File: config.mk
export PLATFORM = sky130hd
export DESIGN_NAME = swpe_time_base
export DESIGN_NICKNAME = d
export VERILOG_FILES = /design/src/swpe_pkg.sv /design/src/swpe_src_if.sv /design/src/swpe_src_mux.sv /design/src/swpe_time_base.sv
export VERILOG_INCLUDE_DIRS = /design/src
export SDC_FILE = /design/constraint.sdc
export NUM_CORES = 1
export LEC_CHECK = 0
export ABC_AREA = 1
export BUFFER_PORTS_ARGS = -buffer_cell sky130_fd_sc_hd__buf_2
export CAP_MARGIN = 20
export CORE_UTILIZATION = 40
export CTS_CLUSTER_DIAMETER = 120
export CTS_CLUSTER_SIZE = 14
export DETAILED_ROUTE_END_ITERATION = 10
export HOLD_SLACK_MARGIN = 0.02
export PLACE_DENSITY = 0.68
export RECOVER_POWER = 100
export SLEW_MARGIN = 5
export SYNTH_ARGS = -nofsm -noshare
export SYNTH_HDL_FRONTEND = slang
export SYNTH_HIERARCHICAL = 1
export SYNTH_SLANG_ARGS = --single-unit
File: constraint.sdc
create_clock -name clk -period 4.69 [get_ports clk]
set_input_delay 0.7035 -clock clk [delete_from_list [all_inputs] [get_ports clk]]
set_output_delay 0.7035 -clock clk [all_outputs]
set_load 0.02 [all_outputs]
File: src/swpe_defines.svh
`ifndef SWPE_DEFINES_SVH
`define SWPE_DEFINES_SVH

// ----------------------------------------
// counter and compare values
// ----------------------------------------
`define SWPE_CNT_ZERO 16'h0000
`define SWPE_CNT_ONE 16'h0001
`define SWPE_CNT_MAX 16'hFFFF
`define SWPE_CMP_RESET 16'hFFFF
`define SWPE_BYTE_ZERO 8'h00

// ----------------------------------------
// source select bit positions
// ----------------------------------------
`define SWPE_NSRC 6
`define SWPE_NASYNC 5
`define SWPE_SRC_TMR 0
`define SWPE_SRC_ASYNC_LO 1
`define SWPE_SRC_ASYNC_HI 5

// ----------------------------------------
// event flag bit positions
// ----------------------------------------
`define SWPE_NFLAG 4
`define SWPE_FLAG_OVF 0
`define SWPE_FLAG_PR 1
`define SWPE_FLAG_PH 2
`define SWPE_FLAG_DC 3
`define SWPE_FLAGS_ZERO 4'h0

`endif

File: src/swpe_pkg.sv
`default_nettype none

package swpe_pkg;

    typedef enum logic [2:0] {
        SWPE_WR_PERIOD_LOW,
        SWPE_WR_PERIOD_HIGH,
        SWPE_WR_PHASE_LOW,
        SWPE_WR_PHASE_HIGH,
        SWPE_WR_DUTY_LOW,
        SWPE_WR_DUTY_HIGH
    } swpe_wsel_t;

    typedef enum logic [1:0] {
        SWPE_MOD_REG_BIT,
        SWPE_MOD_COMPARATOR,
        SWPE_MOD_CCP,
        SWPE_MOD_PIN
    } swpe_mod_t;

endpackage

`default_nettype wire

File: src/swpe_src_if.sv
`timescale 1ns/1ns
`default_nettype none
`include "swpe_defines.svh"

interface swpe_src_if;
    logic [`SWPE_NASYNC-1:0] async_level;
    logic [`SWPE_NSRC-1:0] period_sel;
    logic [`SWPE_NSRC-1:0] rising_sel;
    logic [`SWPE_NSRC-1:0] falling_sel;
    logic enable;
    logic period_hit;
    logic rising_hit;
    logic falling_hit;

    modport mux (
        input async_level,
        input period_sel,
        input rising_sel,
        input falling_sel,
        input enable,
        output period_hit,
        output rising_hit,
        output falling_hit
    );

    modport core (
        output async_level,
        output period_sel,
        output rising_sel,
        output falling_sel,
        output enable,
        input period_hit,
        input rising_hit,
        input falling_hit
    );
endinterface

`default_nettype wire

File: src/swpe_src_mux.sv
`timescale 1ns/1ns
`default_nettype none
`include "swpe_defines.svh"

module swpe_src_mux (
    input wire logic clk,
    input wire logic resetn,
    swpe_src_if.mux src
);

    logic [`SWPE_NASYNC-1:0] prev_level;
    logic [`SWPE_NASYNC-1:0] rise_edge;

    // ----------------------------------------
    // edge detect
    // ----------------------------------------
    // prev cleared while disabled so a level already high at enable counts once
    always_ff @(posedge clk) begin
        if (!resetn || !src.enable) begin
            prev_level <= '0;
        end else begin
            prev_level <= src.async_level;
        end
    end

    assign rise_edge = src.async_level & ~prev_level;

    function automatic logic async_hit(input logic [`SWPE_NSRC-1:0] sel,
                                       input logic [`SWPE_NASYNC-1:0] edges);
        async_hit = |(sel[`SWPE_SRC_ASYNC_HI:`SWPE_SRC_ASYNC_LO] & edges);
    endfunction

    assign src.period_hit = src.enable && async_hit(src.period_sel, rise_edge);
    assign src.rising_hit = src.enable && async_hit(src.rising_sel, rise_edge);
    assign src.falling_hit = src.enable && async_hit(src.falling_sel, rise_edge);

endmodule // swpe_src_mux

`default_nettype wire

File: src/swpe_time_base.sv
// Operation
// - period event clears counter next edge, counting resumes from zero after.
// - only first rising and first falling event act in each period.
// - after a falling event, rising events are ignored until next period.
// - period event from any selected mix of match, pin, four comparators.
// - rising event from any selected mix of phase match, pin, comparators.
// - falling event from any selected mix of duty match, pin, comparators.
// - accepted rising event changes outputs.
// - accepted falling event changes outputs.
// - period, phase, duty writes apply together at first period reset after load.
// - counter is 16 bits, starts at zero, counts up each clock to FFFFh.
// - wrap from maximum without a period event sets the overflow flag.
// - counter readable as separate low and high bytes.
// - clearing enable returns counter to its reset value.
// - counter equal to buffered period makes a period event when selected.
// - counter equal to buffered period sets the period match flag.
// - period written as two bytes; comparator uses only the buffered copy.
// - selected pin or comparator levels trigger auto-shutdown without software.
// - active pulse stream gated by one selectable modulation source.
// - event flags set on each event regardless of interrupt enables.
// - disable clears event flags except the summary flag.
// - comparator and pin sources trigger on rising edge, shutdown on level.
`timescale 1ns/1ns
`default_nettype none
`include "swpe_defines.svh"

module swpe_time_base (
    input wire logic clk,
    input wire logic resetn,
    input wire logic module_enable,
    input wire logic buffered_load_request,
    input wire logic wr_en,
    input wire swpe_pkg::swpe_wsel_t wr_sel,
    input wire logic [7:0] wr_data,
    input wire logic [`SWPE_NSRC-1:0] period_source_select,
    input wire logic [`SWPE_NSRC-1:0] rising_source_select,
    input wire logic [`SWPE_NSRC-1:0] falling_source_select,
    input wire logic [`SWPE_NASYNC-2:0] shutdown_source_select,
    input wire logic shutdown_ext_select,
    input wire logic shutdown_clear,
    input wire logic external_event_input,
    input wire logic comparator_one_synced,
    input wire logic comparator_two_synced,
    input wire logic comparator_three_synced,
    input wire logic comparator_four_synced,
    input wire swpe_pkg::swpe_mod_t modulation_select,
    input wire logic modulation_reg_bit,
    input wire logic modulation_ccp,
    input wire logic modulation_pin,
    input wire logic [`SWPE_NFLAG-1:0] irq_enable,
    input wire logic [`SWPE_NFLAG-1:0] flag_clear,
    input wire logic summary_clear,
    output logic [7:0] time_base_counter_low,
    output logic [7:0] time_base_counter_high,
    output logic load_pending,
    output logic counter_overflow_flag,
    output logic period_match_flag,
    output logic phase_match_flag,
    output logic duty_match_flag,
    output logic time_base_summary_flag,
    output logic period_event,
    output logic rising_accepted,
    output logic falling_accepted,
    output logic pwm_active,
    output logic pwm_drive,
    output logic auto_shutdown
);

    swpe_src_if src ();

    logic [15:0] time_base_counter;
    logic [15:0] period_shadow;
    logic [15:0] phase_shadow;
    logic [15:0] duty_shadow;
    logic [15:0] period_value;
    logic [15:0] phase_value;
    logic [15:0] duty_value;
    logic rise_done;
    logic fall_done;
    logic pr_match;
    logic ph_match;
    logic dc_match;
    logic rising_event;
    logic falling_event;
    logic shutdown_level;
    logic modulation;
    logic [`SWPE_NFLAG-1:0] flags;
    logic [`SWPE_NFLAG-1:0] flag_set;
    logic [`SWPE_NASYNC-1:0] async_level;

    // ----------------------------------------
    // event sources
    // ----------------------------------------
    assign async_level = {comparator_four_synced, comparator_three_synced,
                          comparator_two_synced, comparator_one_synced,
                          external_event_input};
    assign src.async_level = async_level;
    assign src.period_sel = period_source_select;
    assign src.rising_sel = rising_source_select;
    assign src.falling_sel = falling_source_select;
    assign src.enable = module_enable;

    swpe_src_mux u_src_mux (
        .clk(clk),
        .resetn(resetn),
        .src(src)
    );

    assign pr_match = time_base_counter == period_value;
    assign ph_match = time_base_counter == phase_value;
    assign dc_match = time_base_counter == duty_value;

    assign period_event = module_enable && ((period_source_select[`SWPE_SRC_TMR] && pr_match)
                          || src.period_hit);
    assign rising_event = module_enable && ((rising_source_select[`SWPE_SRC_TMR] && ph_match)
                          || src.rising_hit);
    assign falling_event = module_enable && ((falling_source_select[`SWPE_SRC_TMR] && dc_match)
                           || src.falling_hit);

    // ----------------------------------------
    // once-per-period suppression
    // ----------------------------------------
    // events in the period-event cycle still belong to the closing period
    assign rising_accepted = rising_event && !rise_done && !fall_done;
    assign falling_accepted = falling_event && !fall_done;

    always_ff @(posedge clk) begin
        if (!resetn || !module_enable || period_event) begin
            rise_done <= 1'b0;
            fall_done <= 1'b0;
        end else begin
            if (rising_accepted) begin
                rise_done <= 1'b1;
            end
            if (falling_accepted) begin
                fall_done <= 1'b1;
            end
        end
    end

    // ----------------------------------------
    // active pulse and drive
    // ----------------------------------------
    // falling wins a tie so equal phase and duty gives a zero-width pulse
    always_ff @(posedge clk) begin
        if (!resetn || !module_enable) begin
            pwm_active <= 1'b0;
        end else if (falling_accepted) begin
            pwm_active <= 1'b0;
        end else if (rising_accepted) begin
            pwm_active <= 1'b1;
        end
    end

    always_comb begin
        unique case (modulation_select)
            swpe_pkg::SWPE_MOD_REG_BIT: modulation = modulation_reg_bit;
            swpe_pkg::SWPE_MOD_COMPARATOR: modulation = comparator_one_synced;
            swpe_pkg::SWPE_MOD_CCP: modulation = modulation_ccp;
            swpe_pkg::SWPE_MOD_PIN: modulation = modulation_pin;
        endcase
    end

    assign shutdown_level = (shutdown_ext_select && external_event_input)
                            || |(shutdown_source_select & async_level[`SWPE_NASYNC-1:1]);

    // level sensitive; latched so a short glitch still ends the drive
    always_ff @(posedge clk) begin
        if (!resetn || !module_enable) begin
            auto_shutdown <= 1'b0;
        end else if (shutdown_level) begin
            auto_shutdown <= 1'b1;
        end else if (shutdown_clear) begin
            auto_shutdown <= 1'b0;
        end
    end

    always_ff @(posedge clk) begin
        if (!resetn) begin
            pwm_drive <= 1'b0;
        end else begin
            // a fall in the rise cycle wins, so equal phase and duty never drives
            pwm_drive <= module_enable && !auto_shutdown && !shutdown_level
                         && modulation && (rising_accepted || pwm_active)
                         && !falling_accepted;
        end
    end

    // ----------------------------------------
    // time base counter
    // ----------------------------------------
    always_ff @(posedge clk) begin
        if (!resetn || !module_enable) begin
            time_base_counter <= `SWPE_CNT_ZERO;
        end else if (period_event) begin
            time_base_counter <= `SWPE_CNT_ZERO;
        end else begin
            time_base_counter <= time_base_counter + `SWPE_CNT_ONE;
        end
    end

    assign time_base_counter_low = time_base_counter[7:0];
    assign time_base_counter_high = time_base_counter[15:8];

    // ----------------------------------------
    // buffered compare values
    // ----------------------------------------
    always_ff @(posedge clk) begin
        if (!resetn) begin
            period_shadow <= `SWPE_CMP_RESET;
            phase_shadow <= `SWPE_CNT_ZERO;
            duty_shadow <= `SWPE_CNT_ZERO;
        end else if (wr_en) begin
            unique case (wr_sel)
                swpe_pkg::SWPE_WR_PERIOD_LOW: period_shadow[7:0] <= wr_data;
                swpe_pkg::SWPE_WR_PERIOD_HIGH: period_shadow[15:8] <= wr_data;
                swpe_pkg::SWPE_WR_PHASE_LOW: phase_shadow[7:0] <= wr_data;
                swpe_pkg::SWPE_WR_PHASE_HIGH: phase_shadow[15:8] <= wr_data;
                swpe_pkg::SWPE_WR_DUTY_LOW: duty_shadow[7:0] <= wr_data;
                swpe_pkg::SWPE_WR_DUTY_HIGH: duty_shadow[15:8] <= wr_data;
                default: period_shadow <= period_shadow;
            endcase
        end
    end

    // request in the load cycle stays pending for the next period
    always_ff @(posedge clk) begin
        if (!resetn) begin
            load_pending <= 1'b0;
        end else if (buffered_load_request) begin
            load_pending <= 1'b1;
        end else if (period_event) begin
            load_pending <= 1'b0;
        end
    end

    always_ff @(posedge clk) begin
        if (!resetn) begin
            period_value <= `SWPE_CMP_RESET;
            phase_value <= `SWPE_CNT_ZERO;
            duty_value <= `SWPE_CNT_ZERO;
        end else if (period_event && load_pending) begin
            period_value <= period_shadow;
            phase_value <= phase_shadow;
            duty_value <= duty_shadow;
        end
    end

    // ----------------------------------------
    // event flags
    // ----------------------------------------
    assign flag_set[`SWPE_FLAG_OVF] = module_enable && !period_event
                                      && time_base_counter == `SWPE_CNT_MAX;
    assign flag_set[`SWPE_FLAG_PR] = module_enable && pr_match;
    assign flag_set[`SWPE_FLAG_PH] = module_enable && ph_match;
    assign flag_set[`SWPE_FLAG_DC] = module_enable && dc_match;

    genvar gi;
    generate
        for (gi = 0; gi < `SWPE_NFLAG; gi++) begin : g_flag
            always_ff @(posedge clk) begin
                if (!resetn || !module_enable) begin
                    flags[gi] <= 1'b0;
                end else if (flag_set[gi]) begin
                    flags[gi] <= 1'b1;
                end else if (flag_clear[gi]) begin
                    flags[gi] <= 1'b0;
                end
            end
        end
    endgenerate

    assign counter_overflow_flag = flags[`SWPE_FLAG_OVF];
    assign period_match_flag = flags[`SWPE_FLAG_PR];
    assign phase_match_flag = flags[`SWPE_FLAG_PH];
    assign duty_match_flag = flags[`SWPE_FLAG_DC];

    // summary survives disable, only an explicit clear drops it
    always_ff @(posedge clk) begin
        if (!resetn) begin
            time_base_summary_flag <= 1'b0;
        end else if (|(flag_set & irq_enable)) begin
            time_base_summary_flag <= 1'b1;
        end else if (summary_clear) begin
            time_base_summary_flag <= 1'b0;
        end
    end
endmodule // swpe_time_base

`default_nettype wire

; Word level (Yosys, flattened, before mapping)
; Index checks and enable logic that the tools add are counted.
[word_totals]
register_bits = 128
inputBits = 59
output_inout_bits = 28
wordCells = 118
[classes]
addsub = 1
n_eq_ne = 12
mux = 15
bitwise_logic = 7
reduce_logical = 61
[ops]
columns = operator, count
row1 = $eq 16x16->1, 3
row2 = $logic_and 1x1->1, 24
row3 = $and 5x5->5, 4
row4 = $add 16x1->16 const B, 1
row5 = $eq 16x16->1 const B, 1
row6 = $reduce_or 5->1, 3
row7 = $mux 1, 14
row8 = $reduce_bool 2->1, 7
row9 = $reduce_and 2->1, 6
row10 = $and 4x4->4, 2
row11 = $logic_not 1->1, 8
row12 = $reduce_or 4->1, 2
row13 = $logic_or 1x1->1, 7
row14 = $eq 3x2->1 const B, 2
row15 = $eq 3x3->1 const B, 2
row16 = $not 5->5, 1
row17 = $eq 2x2->1 const B, 2
row18 = $pmux 1 s4, 1
row19 = $reduce_or 2->1, 2
row20 = $eq 3x1->1 const B, 1
row21 = $logic_not 3->1, 1
row22 = $eq 2x1->1 const B, 1
row23 = $logic_not 2->1, 1

; Logic depth before layout (Yosys ltp)
[logic_depth]
depth_word = 13
depth_mapped = 14
depth_no_buf = 12

; By module
; The synthesis kept the hierarchy.
[by_module_without_submodules]
columns = mod, instances, cells_per_inst, area_each_um2, seq_area_each_um2
row1 = swpe_time_base, 1, 833, 5537.8, 2462.4
row2 = swpe_src_mux, 1, 49, 287.8, 100.1

; Worst setup path before layout
; No wires, ideal clock.
[synth_path]
path_type = flip-flop to output port
startpoint = reg time_base_counter[3]
endpoint = out period_event
arrival_ns = 1.461
required_ns = 3.987
setup_slack_ns = 2.526
path_stages_with_launch = 12
path_buffers = 1
path_cell_list = dfxtp_1 -> buf_2 -> inv_2 -> nand2_1 -> nand2_1 -> nor2_1 -> nand2_1 -> nor2_2 -> nand3_1 -> nand2_2 -> nand2_1 -> inv_1
[synth_between]
elab_chain_len = 4
[synth_lines]
columns = item, line_no
row1 = "start, declared", swpe_time_base.sv:71  ; logic [15:0] time_base_counter;
row2 = "start signal, assigned", swpe_time_base.sv:194  ; time_base_counter <= `SWPE_CNT_ZERO;
row3 = "start signal, assigned", swpe_time_base.sv:196  ; time_base_counter <= `SWPE_CNT_ZERO;
row4 = "start signal, assigned", swpe_time_base.sv:198  ; time_base_counter <= time_base_counter + `SWPE_CNT_ONE;
row5 = $eq 16x16->1, swpe_time_base.sv:109  ; assign pr_match = time_base_counter == period_value;
row6 = $logic_and 1x1->1, swpe_time_base.sv:113  ; assign period_event = module_enable && ((period_source_select[`SWPE_SRC_TMR] && pr_match)
row7 = $logic_or 1x1->1, swpe_time_base.sv:113
row8 = $logic_and 1x1->1, swpe_time_base.sv:113
row9 = "end, declared", swpe_time_base.sv:61  ; output logic period_event,
; No other way between the ends.

; Worst setup path in the final report
[layout_path]
startpoint = reg time_base_counter[8]
endpoint = reg period_value[2]
[layout_between]
elab_chain_len = 5
[layout_lines]
columns = item, line_no
row1 = $eq 16x16->1, swpe_time_base.sv:109
row2 = $logic_and 1x1->1, swpe_time_base.sv:113
row3 = $logic_or 1x1->1, swpe_time_base.sv:113
row4 = $logic_and 1x1->1, swpe_time_base.sv:113
row5 = $logic_and 1x1->1, swpe_time_base.sv:242  ; end else if (period_event && load_pending) begin
row6 = "end signal, assigned", swpe_time_base.sv:239  ; period_value <= `SWPE_CMP_RESET;
row7 = "end signal, assigned", swpe_time_base.sv:243  ; period_value <= period_shadow;
row8 = "end, declared", swpe_time_base.sv:75  ; logic [15:0] period_value;
; No other way between the ends.
; A chain may end at the register's enable or synchronous reset.

==> key figures <==
Run status
  – Status: finished with violations
  – Violated checks: capacitance limit, slew limit

Floorplan
  – Core area: 14,000 sq um
  – Die width: 123 um
  – Initial core utilization: 41.5%
  – Std-Cell Rows: 43
  – Die Area: 15,100 sq um
  – Die extent in y: 123 um
  – I/O pin total: 87

Drt
  – Routed wire per std cell: 12.1 um
  – Pre-Repair DR Iteration Count: 5
  – # DRC: 0
  – Met2 routed WL: 5.82 mm
  – Remaining antenna violation count after routing: 0
  – Max layer used: met4
  – Routed via count: 5,242
  – Met3 WL post-DR: 802 um
  – Post-Route WL: 13.9 mm
  – Drt initial violations: 463
  – DR vias/cell: 4.57
  – M1 WL: 7.05 mm

Synth
  – Post-synthesis cell type count: 27
  – Synth top area share: 44.0%
  – Syn Nets: 942
  – EDFF count, synth: 0
  – Post-synth ARST share: 0%
  – Mapped Avg Cell Area: 6.60 sq um
  – Sequential area share after synthesis: 44.0%
  – Synth area leader: dfxtp_1
  – Top cells by area, synth: dfxtp_1 (44%), nand2_1 (15%), nor2_1 (12%)
  – Most common cell in the synthesized netlist: nand2_1
  – Synth Flop Type: dfxtp_1
  – Mapped Cells: 882
  – Mapped Area: 5830 sq um
  – Yosys Warn Count: 6
  – Synth top cells by count: nand2_1 (236), nor2_1 (181), dfxtp_1 (128), inv_1 (111), nand3_1 (61)
  – Register bit count reported by yosys: 128

STA
  – Post-layout minimum cycle time: 2.99 ns
  – Worst slew pin tran: 1.84 ns
  – RSZ-0062 raised after global routing: no
  – Max Freq: 335 MHz
  – Hold Fails Final Rpt: 0
  – Slew HR: -22.8%
  – Final setup viols: 0
  – Fin Setup TNS: 0 ns
  – Pins over their slew limit: 99
  – Final period utilization: 63.7%
  – Skew final: 0.00421 ns

Hold path
  – Min-delay src: phase_shadow[10]
  – Min-Delay Path Class: reg -> reg

Worst setup path
  – Crit-path max FO: 81
  – CP max-delay cell: nand3_4
  – Crit end category: flop
  – CP cell instances: inv_2 -> nand2_1 -> nand2_1 -> nor2_1 -> nand2_1 -> nor2_1 -> nand3_1 -> nand2_1 -> nand3_4 -> inv_1 -> nand2_1 -> nand3_1
  – CP peak stage delay: 0.66 ns
  – WP data arrival: 3.30 ns
  – Cell repeated most along the worst path: nand2_1
  – Crit-path leading delay family: simple AND/OR/NAND/NOR gates
  – Crit path kind: reg -> reg
  – Buf/Inv on CP: 2
  – CP required: 5.00 ns
  – FF-to-FF Start: time_base_counter[8]
  – Worst setup path startpoint: time_base_counter[8]
  – CP Launch Type: flop

Clocking
  – Post-CTS sizing: 0
  – H-Tree Depth: 4
  – Post-CTS Hold Buffers: 0
  – Setup bufs post-CTS: 0
  – CTS Buffer Depth: 2
  – Clk_lat worst skew: 0.41 ns
  – Root Buffer: clkbuf_16
  – CTS sink cnt: 128
  – Clock slew at reported path FFs: 0.05 ns
  – CTS tree: yes
  – CTS buffer count: 17

Pwr
  – Switch share: 23.9%
  – Pleak: 3.69 nW
  – Seq pwr share: 44.6%
  – Combinational Power Share: 8.5%
  – Peak supply drop: 257 uV
  – Power Total: 2.59 mW
  – Pwr/cell area: 378 nW/um^2
  – Clock power share: 46.9%
  – Net Switching: 0.618 mW
  – Internal power: 1.97 mW

Global route
  – Congestion Overflow GR: 0
  – Initial antenna violation count: 0
  – Largest net degree at the start of global routing: 99
  – First-pass GRT wire length: 22.6 mm
  – Gr usage total: 19.4%
  – Vias in the first global route: 4,631

Placement
  – PortBufs: 86
  – Post-DP HPWL: 9.47 mm
  – DP Area: 6330 sq um
  – Routability cong.: 0.805

Finish
  – Final Core Density: 48.7%
  – Antenna cells: 0
  – NumNets Final: 1,014
  – Layout cells sized above 1: 10.2%
  – Post-route cell area: 6830 sq um
  – Fill cells: 1,461
  – P&R area growth vs syn: 17.3%

Job
  – Max-cap violations: 1
## state kept, by name (all words and copies together), names as in the netlist
name and flops:
duty_match_flag 1, pwm_drive 1, counter_overflow_flag 1, load_pending 1, duty_value 16, auto_shutdown 1, period_match_flag 1, fall_done 1
pwm_active 1, period_shadow 16, phase_shadow 16, time_base_counter 16, time_base_summary_flag 1, phase_value 16, phase_match_flag 1, rise_done 1
u_src_mux/prev_level 5, duty_shadow 16, period_value 16
## kinds of logic after synthesis
logic type	share of synthesized area, %
flops	44.0
buf+inv	10.6
simple gates	34.3
xor+xnor	4.96
compound gates	5.88
fa+ha+maj	0.215
## power by group through the flow
stage / registers [mW] / clock network, mW / logic (mW)
floorplan: 1.17 / 0 / 0.141
global placement: 1.17 / 0 / 0.220
detailed placement: 1.17 / 0 / 0.221
CTS: 1.15 / 1.23 / 0.223
global route: 1.16 / 1.29 / 0.253
finish: 1.15 / 1.21 / 0.219
## worst paths after layout
check        depth (start not counted)  slack, ns                to
max reg2reg                         12       1.70   period_value[2]
max                                 12       1.70   period_value[2]
min                                  2       0.45  phase_shadow[10]
min reg2reg                          2       0.45  phase_shadow[10]
## cells in the final DEF (no fill, tap or decap)
master     count
a21oi_1       21
a22o_1         2
a31oi_1        2
and3_1         1
buf_2         56
bufinv_16      1
clkbuf_1      34
clkbuf_16     17
clkbuf_2       1
clkbuf_8       3
clkinv_2       6
dfxtp_1      128
ha_1           1
inv_1        112
inv_2         12
nand2_1      237
nand3_1       61
nand3_4        1
nand3b_1       1
nand4_1        3
nor2_1       182
nor2_2         1
nor3_1         5
nor3b_1        3
nor4_1         1
o211a_1        1
o21ai_0       38
o21bai_1       1
or2_2          1
xor2_1        33
## stage by stage
step / setup slack [ns] / hold WS (ns) / std cells
after CTS: 1.84 / 0.446 / 1146
after floorplan: 2.53 / 0.424 / 882
after global routing: 1.15 / 0.464 / 1146
after detailed placement: 1.92 / 0.437 / 1115
final: 1.70 / 0.447 / 1146
after global placement: 1.93 / 0.434 / 1115
## worst register-to-register path: stages (launching register included)
cell and delay [ns]:
dfxtp_1 0.56, inv_2 0.07, nand2_1 0.06, nand2_1 0.04, nor2_1 0.09, nand2_1 0.06
nor2_1 0.17, nand3_1 0.12, nand2_1 0.16, nand3_4 0.66, inv_1 0.67, nand2_1 0.12
nand3_1 0.10
## final cells by class
class / count / area, sq um / share of cell area [%]
clock buffer: 24 / 482 / 7.05
clock inverter: 7 / 60.1 / 0.879
inverter: 124 / 465 / 6.81
multi-input combinational: 596 / 2640 / 38.6
sequential: 128 / 2560 / 37.5
tap: 180 / 225 / 3.30
timing repair buffer: 87 / 398 / 5.82
## metal layers
metal,vias to the layer above,GRT usage (%)
met2,146,28.5
met1,2266,27.5
met5,-,0
met3,15,4.88
met4,0,6.63
li1,2815,-
No activity file was read; power rests on OpenSTA's default activity.
